## config.mk

```make
export PLATFORM = sky130hd
export DESIGN_NAME = reset_boot_sequencer
export DESIGN_NICKNAME = d
export VERILOG_FILES = /design/src/logic/reset_boot_pkg.sv /design/src/logic/clock_divider.sv /design/src/logic/reset_boot_sequencer.sv
export SDC_FILE = /design/constraint.sdc
export NUM_CORES = 1
export LEC_CHECK = 0
export BUFFER_PORTS_ARGS = -buffer_cell sky130_fd_sc_hd__buf_2
export CORE_MARGIN = 4
export CORE_UTILIZATION = 45
export DETAILED_ROUTE_END_ITERATION = 10
export HOLD_SLACK_MARGIN = 0.02
export PLACE_DENSITY = 0.6
export SLEW_MARGIN = 20
export SYNTH_ARGS = -nofsm -noshare
export SYNTH_HDL_FRONTEND = slang
export SYNTH_SLANG_ARGS = --single-unit
```

## constraint.sdc

```tcl
create_clock -name clk -period 2.6 [get_ports clk]
set_input_delay 0.52 -clock clk [delete_from_list [all_inputs] [get_ports clk]]
set_output_delay 0.52 -clock clk [all_outputs]
set_load 0.05 [all_outputs]
```

## src/logic/reset_boot_pkg.sv

```systemverilog
// constants and types shared by the reset, boot-mode and clock divider logic
package reset_boot_pkg;

    // ==========================================================
    // clock divider
    localparam int          DIVIDE_RATIO      = 8;
    localparam int          PHASE_WIDTH       = 3;
    localparam logic [2:0]  PHASE1_LAST_HIGH  = 3'h3;
    localparam logic [2:0]  PHASE2_FIRST_HIGH = 3'h2;
    localparam logic [2:0]  PHASE2_LAST_HIGH  = 3'h5;
    localparam logic [2:0]  PHASE_RESET       = 3'h0;

    // ==========================================================
    // post-reset sequence
    localparam int          PERIOD_WIDTH      = 5;
    localparam logic [4:0]  IGNORE_PERIODS    = 5'h11;
    localparam int          REFRESH_WIDTH     = 4;
    localparam logic [3:0]  REFRESH_CYCLES    = 4'h8;
    localparam logic        HALT_RESET        = 1'h1;

    typedef enum logic [1:0] {
        HELD,
        IGNORE,
        RUN
    } seq_state_t;

endpackage

```

## src/logic/clock_divider.sv

```systemverilog
// divide-by-eight generator of the two local clock phases
`timescale 1ns/100ps
`default_nettype none

module clock_divider
    import reset_boot_pkg::*;
(
    input  wire logic clk,
    input  wire logic reset_n,
    output logic      phase1,
    output logic      phase2,
    output logic      phase1Fall
);

    // ==========================================================
    // phase counter
    logic [PHASE_WIDTH-1:0] phaseCount_reg;
    logic [PHASE_WIDTH-1:0] phaseCount_next;
    logic                   phase1_reg;
    logic                   phase1_next;
    logic                   phase2_reg;
    logic                   phase2_next;

    always_comb begin
        phaseCount_next = phaseCount_reg + 3'h1;              // [RULE8]
        phase1_next     = (phaseCount_next <= PHASE1_LAST_HIGH);
        phase2_next     = (phaseCount_next >= PHASE2_FIRST_HIGH) &&
                          (phaseCount_next <= PHASE2_LAST_HIGH);
    end

    always_ff @(posedge clk or negedge reset_n) begin
        if (!reset_n) begin
            phaseCount_reg <= PHASE_RESET;
            phase1_reg     <= 1'h1;
            phase2_reg     <= 1'h0;
        end else begin
            phaseCount_reg <= phaseCount_next;
            phase1_reg     <= phase1_next;
            phase2_reg     <= phase2_next;
        end
    end

    assign phase1     = phase1_reg;
    assign phase2     = phase2_reg;
    // high in the cycle whose closing edge drops phase 1
    assign phase1Fall = (phaseCount_reg == PHASE1_LAST_HIGH);
endmodule

`default_nettype wire

```

## src/logic/reset_boot_sequencer.sv

```systemverilog
// reset entry and exit, start-up mode selection and local clock phases
//
// How it works
// RULE1: reset and host select each pass two flip-flops before use.
// RULE2: synced levels sampled and edges detected at phase 1 falling edge.
// RULE3: select low at reset release clears the halt flag.
// RULE4: select high at reset release sets the halt flag.
// RULE5: host select ignored for 17 local periods after release edge.
// RULE6: eight row-only refresh cycles run before host select is honoured.
// RULE7: host holds reset low at least 160 quarter periods less 40 ns.
// RULE8: input clock divided by eight into two local clock phases.
`timescale 1ns/100ps
`default_nettype none

module reset_boot_sequencer
    import reset_boot_pkg::*;
(
    input  wire logic clk,
    input  wire logic reset_n,
    input  wire logic hostReset_n,
    input  wire logic hostSelect_n,
    output logic      localClockPhase1,
    output logic      localClockPhase2,
    output logic      haltFlag,
    output logic      deviceInReset,
    output logic      refreshStrobe,
    output logic      refreshActive,
    output logic      hostSelectValid
);

    // ==========================================================
    // local clock phases
    logic phase1Fall;

    clock_divider u_clock_divider (
        .clk        (clk),
        .reset_n    (reset_n),
        .phase1     (localClockPhase1),
        .phase2     (localClockPhase2),
        .phase1Fall (phase1Fall)
    );

    // ==========================================================
    // input synchronisers
    logic resetSync1_reg;
    logic resetSync2_reg;
    logic selectSync1_reg;
    logic selectSync2_reg;

    always_ff @(posedge clk or negedge reset_n) begin
        if (!reset_n) begin
            resetSync1_reg  <= 1'h0;
            resetSync2_reg  <= 1'h0;
            selectSync1_reg <= 1'h1;
            selectSync2_reg <= 1'h1;
        end else begin
            resetSync1_reg  <= hostReset_n;                   // [RULE1]
            resetSync2_reg  <= resetSync1_reg;                // [RULE1]
            selectSync1_reg <= hostSelect_n;                  // [RULE1]
            selectSync2_reg <= selectSync1_reg;               // [RULE1]
        end
    end

    // ==========================================================
    // sampling at the phase 1 falling edge
    logic resetSample_reg;
    logic resetSample_next;
    logic selectSample_reg;
    logic selectSample_next;
    logic releaseDetected;
    logic entryDetected;

    always_comb begin
        resetSample_next  = resetSample_reg;
        selectSample_next = selectSample_reg;
        if (phase1Fall) begin
            resetSample_next  = resetSync2_reg;               // [RULE2]
            selectSample_next = selectSync2_reg;              // [RULE2]
        end
    end

    always_ff @(posedge clk or negedge reset_n) begin
        if (!reset_n) begin
            resetSample_reg  <= 1'h0;
            selectSample_reg <= 1'h1;
        end else begin
            resetSample_reg  <= resetSample_next;
            selectSample_reg <= selectSample_next;
        end
    end

    // release transition and low reset level seen at this phase 1 falling edge
    assign releaseDetected = phase1Fall && !resetSample_reg &&
                             resetSync2_reg;                  // [RULE2]
    assign entryDetected   = phase1Fall && !resetSync2_reg;   // [RULE2]

    // ==========================================================
    // post-reset sequence
    seq_state_t                state_reg;
    seq_state_t                state_next;
    logic [PERIOD_WIDTH-1:0]   periodCount_reg;
    logic [PERIOD_WIDTH-1:0]   periodCount_next;
    logic [REFRESH_WIDTH-1:0]  refreshCount_reg;
    logic [REFRESH_WIDTH-1:0]  refreshCount_next;
    logic                      halt_reg;
    logic                      halt_next;
    logic                      refresh_reg;
    logic                      refresh_next;

    always_comb begin
        state_next        = state_reg;
        periodCount_next  = periodCount_reg;
        refreshCount_next = refreshCount_reg;
        halt_next         = halt_reg;
        refresh_next      = 1'h0;
        if (entryDetected) begin
            state_next = HELD;
        end else begin
            unique case (state_reg)
                HELD: begin
                    if (releaseDetected) begin
                        state_next        = IGNORE;
                        periodCount_next  = '0;
                        refreshCount_next = '0;
                        // boot mode taken from select at the release edge
                        halt_next = selectSync2_reg;      // [RULE3] [RULE4]
                    end
                end
                IGNORE: begin
                    if (phase1Fall) begin
                        periodCount_next = periodCount_reg + 5'h01; // [RULE5]
                        if (refreshCount_reg < REFRESH_CYCLES) begin
                            refresh_next      = 1'h1;             // [RULE6]
                            refreshCount_next = refreshCount_reg + 4'h1;
                        end
                        if (periodCount_next == IGNORE_PERIODS &&
                            refreshCount_next == REFRESH_CYCLES) begin
                            state_next = RUN;             // [RULE5] [RULE6]
                        end
                    end
                end
                RUN: begin
                    state_next = RUN;
                end
            endcase
        end
    end

    always_ff @(posedge clk or negedge reset_n) begin
        if (!reset_n) begin
            state_reg        <= HELD;
            periodCount_reg  <= '0;
            refreshCount_reg <= '0;
            halt_reg         <= HALT_RESET;
            refresh_reg      <= 1'h0;
        end else begin
            state_reg        <= state_next;
            periodCount_reg  <= periodCount_next;
            refreshCount_reg <= refreshCount_next;
            halt_reg         <= halt_next;
            refresh_reg      <= refresh_next;
        end
    end

    // ==========================================================
    // outputs
    assign haltFlag        = halt_reg;
    assign deviceInReset   = (state_reg == HELD);
    assign refreshStrobe   = refresh_reg;
    assign refreshActive   = (state_reg == IGNORE) &&
                             (refreshCount_reg < REFRESH_CYCLES);
    // select only counts once the ignore window and refreshes are over
    assign hostSelectValid = (state_reg == RUN) &&
                             !selectSample_reg;               // [RULE5] [RULE6]

    // clock cycles spent in the ignore window, kept for the checks only
    logic [7:0] windowClocks_reg;
    logic [7:0] windowClocks_next;

    always_comb begin
        windowClocks_next = windowClocks_reg;
        if (releaseDetected) begin
            windowClocks_next = 8'h00;
        end else if (state_reg == IGNORE) begin
            windowClocks_next = windowClocks_reg + 8'h01;     // [RULE5]
        end
    end

    always_ff @(posedge clk or negedge reset_n) begin
        if (!reset_n) begin
            windowClocks_reg <= 8'h00;
        end else begin
            windowClocks_reg <= windowClocks_next;
        end
    end
endmodule

`default_nettype wire

```

==> summary.txt <==
Critical path
  – R2R setup slack: 0.55 ns
  – Startpoint types: flop
  – CP max FO: 16
  – Delay-heaviest family, CP: adder cells
  – Critical Path AT: 1.84 ns
  – CP Data Required Time: 2.08 ns
  – Slowest cell on the critical path: ha_1
  – Crit. End Element: output pin
  – Cell Chain, Critical Path: inv_1 > ha_1 > and2b_2 > buf_2
  – Critical Path Max Stage Delay: about 0.52 ns
  – CP bufs+invs: 2
  – Setup CP Type: flop to output pin

Clocking
  – Depth of the CTS H-tree: 1
  – Post-CTS Setup Inserts: 0
  – Root Buffer: clkbuf_4
  – CTS Buffer Depth: 2
  – Number of CTS-inserted buffers: 3
  – Resized cells post-CTS: 0
  – CTS tree: done
  – Reg clk slew, reported paths: 0.13 ns
  – Clk_lat worst skew: 0.32 ns
  – Hold_buf cts: 0
  – TritonCTS Sinks: 24

Synthesis
  – Gate Count Post-Synth: between 100 and 150
  – Ys async rst share: 100%
  – Mapped Area: 1320 µm²
  – Seq/Total Area, Yosys: 46.1%
  – Yosys cell types: 38
  – EDFF count, synth: 0
  – Post-synthesis average cell area: 10.2 µm²
  – Synth Register Bits: 24
  – Synthesized Nets: between 100 and 150
  – Synth Flop Type: dfrtp_1
  – Ys Warns: 0

Status
  – Status: finished, final reports clean

Global route
  – Global route overflow: 0
  – GRT Util Overall: 13.9%
  – Antenna violations before repair: 0
  – Largest net degree at the start of global routing: 25
  – Vias in the first global route: 883
  – First-pass GRT wire length: 3900 µm

Layout
  – Filler cells: 263
  – Share of post-route cells with drive strength above 1: 19.3%
  – Multi-input gate area: 647 µm²
  – Antenna diodes: 0
  – Final core occ: 51.6%
  – Seq. cell area: 607 µm²
  – Nets: 156
  – P&R area growth vs syn: 9.23%
  – Fin area: approximately 1400 µm²
  – Largest register FFs: 5

Die
  – Die H: 62.1 µm
  – Core ar.: 2780 µm²
  – Chip Width: 62.1 µm
  – Initial Utilization: a little under half
  – # rows: 19
  – Boundary Pins: 11
  – Die area: 3850 µm²

Placement
  – Placer congestion estimate: 0.784
  – Dpl cell area: 1380 µm²
  – IO Port Bufs: 10
  – Post-detail-place hpwl: 1610 µm

STA
  – Tmin final: 2.36 ns
  – Tcrit/Tclk final: just over 90%
  – Fmax: 0.423 GHz
  – Hold Fails Final Rpt: 0
  – Slew margin rel.: ~63%
  – Setup Skew: 0.00400 ns
  – Setup TNS: 0 ns
  – Final Max Tran Viols: 0
  – RSZ-0062 raised after global routing: false
  – Actual slew at the worst max-slew pin: 0.562 ns
  – Setup violators final: 0

Route
  – # DRC: 0
  – Total vias in the final route: 972
  – Iter 0 DRT Violations: 82
  – Final wirelength: between 2000 and 2500 µm
  – DR pass1 iterations: 4
  – Via/cell ratio: 5.68
  – Avg WL per Cell: 13.3 µm
  – ANT nets after route: 0

Power
  – Max rail drop VDD: 0.479 mV
  – Leakage: 0.660 nW
  – Power per cell area: 839 nW/µm²

Run
  – MaxCap Viol Count: 0

Min path
  – Worst hold path class: input port to async pin
## area by class of cell
class / instances / share of cell area, %
inverters: 11 / 2.87
well taps: 31 / 2.70
clock buffers: 3 / 1.57
multi-input cells: 91 / 45.0
flip-flops and latches: 24 / 42.2
clock inverters: 1 / 2.09
repair buffers: 10 / 3.48
## cells in the mapped netlist, drive strengths merged, types with 3 or more instances
master	number	area [µm²]
nor2b	3	18.8
nand2	10	37.5
dfrtp	19	475
nand4	4	25.0
a22o	6	52.6
or2	3	18.8
and3	3	18.8
a21oi	3	15.0
ha	11	138
o21ai	11	55.1
inv	11	41.3
nand2b	6	40.0
nor2	3	11.3
dfstp	5	131
nand3	5	25.0
## per-stage QoR
stage,std cells,total power (W),hold slack (ns),worst slack [ns]
floorplan,129,0.000849,0.224,0.686
global placement,167,0.000934,0.333,0.624
detailed placement,167,0.000943,0.336,0.596
CTS,171,0.00122,0.172,0.204
global route,171,0.00130,0.172,0.106
finish,171,0.00121,0.156,0.235
## power breakdown
group	internal, W	switching, W	leakage (nW)
combinational	0.000179	0.000291	0.331
sequential	0.000423	0.0000424	0.301
clock	0.000156	0.000114	0.0279
## worst paths after layout
kind / startpoint / endpoint / cells past startpoint
worst max-delay path: state_reg[1] / refreshActive / 4
worst min-delay path: reset_n / refreshCount_reg[0] / 1
worst max register to register: state_reg[1] / periodCount_reg[2] / 6
worst min register to register: resetSync1_reg / resetSync2_reg / 0
max in group asynchronous: reset_n / u_clock_divider.phase1 / 1
min in group clk: hostSelect_n / selectSync1_reg / 1
## per-layer routing
metal | up-vias | wire [µm] | share of wire, % | GRT usage (%)
li1 | 477 | - | - | -
met2 | 19 | 1110 | 49 | 21.2
met4 | 0 | 30 | 1.3 | 7.27
met3 | 4 | 104 | 4.6 | 3.10
met5 | - | 0 | 0 | 0
met1 | 472 | 1030 | 45 | 18.5
## worst register-to-register path, cell delays in order (launching register included)
cell and delay (ns):
dfrtp_1 0.42, inv_1 0.10, ha_1 0.52, nor2_1 0.10, a211o_1 0.45, o21ai_0 0.28
a22o_1 0.15
## kinds of logic after synthesis
| logic type | Yosys count | share of synthesized area (%) |
|---|---|---|
| and+or+nand+nor | 45 | 19.2 |
| xor gates and xnor gates | 3 | 2.00 |
| adders and majority gates | 11 | 10.5 |
| muxes | 2 | 1.71 |
| AOI/OAI and AO/OA | 30 | 15.8 |
| buffers and inverters | 14 | 4.66 |
| DFF | 24 | 46.1 |
## cell usage in the layout, fill, tap and decap left out
cell type / Yosys / final
nor3b_1: 1 / 1
dfstp_2: 5 / 5
or2_2: 3 / 3
clkbuf_4: 0 / 3
nor2b_1: 3 / 3
nand2b_2: 1 / 1
o22a_2: 1 / 1
inv_1: 11 / 11
a211o_1: 1 / 1
a21boi_0: 1 / 1
nand2b_1: 5 / 5
nand3b_1: 1 / 1
xor2_1: 1 / 1
xnor2_1: 2 / 2
bufinv_16: 0 / 1
and2b_2: 1 / 1
a211oi_1: 1 / 1
mux2_2: 2 / 2
o31a_1: 1 / 1
o21ai_0: 11 / 11
nor3_1: 1 / 1
or4_1: 1 / 1
a21oi_1: 3 / 3
and3_1: 3 / 3
ha_1: 11 / 11
o21bai_1: 1 / 1
a22o_1: 6 / 6
nor4_1: 1 / 1
nand4b_1: 1 / 1
a2bb2oi_1: 2 / 2
nor2_1: 3 / 3
a221oi_1: 2 / 2
buf_2: 1 / 10
nand3_1: 5 / 5
dfrtp_1: 19 / 19
nand2_1: 10 / 10
nand4_1: 4 / 4
and2_1: 1 / 1
(Power assumes the default switching activity.)
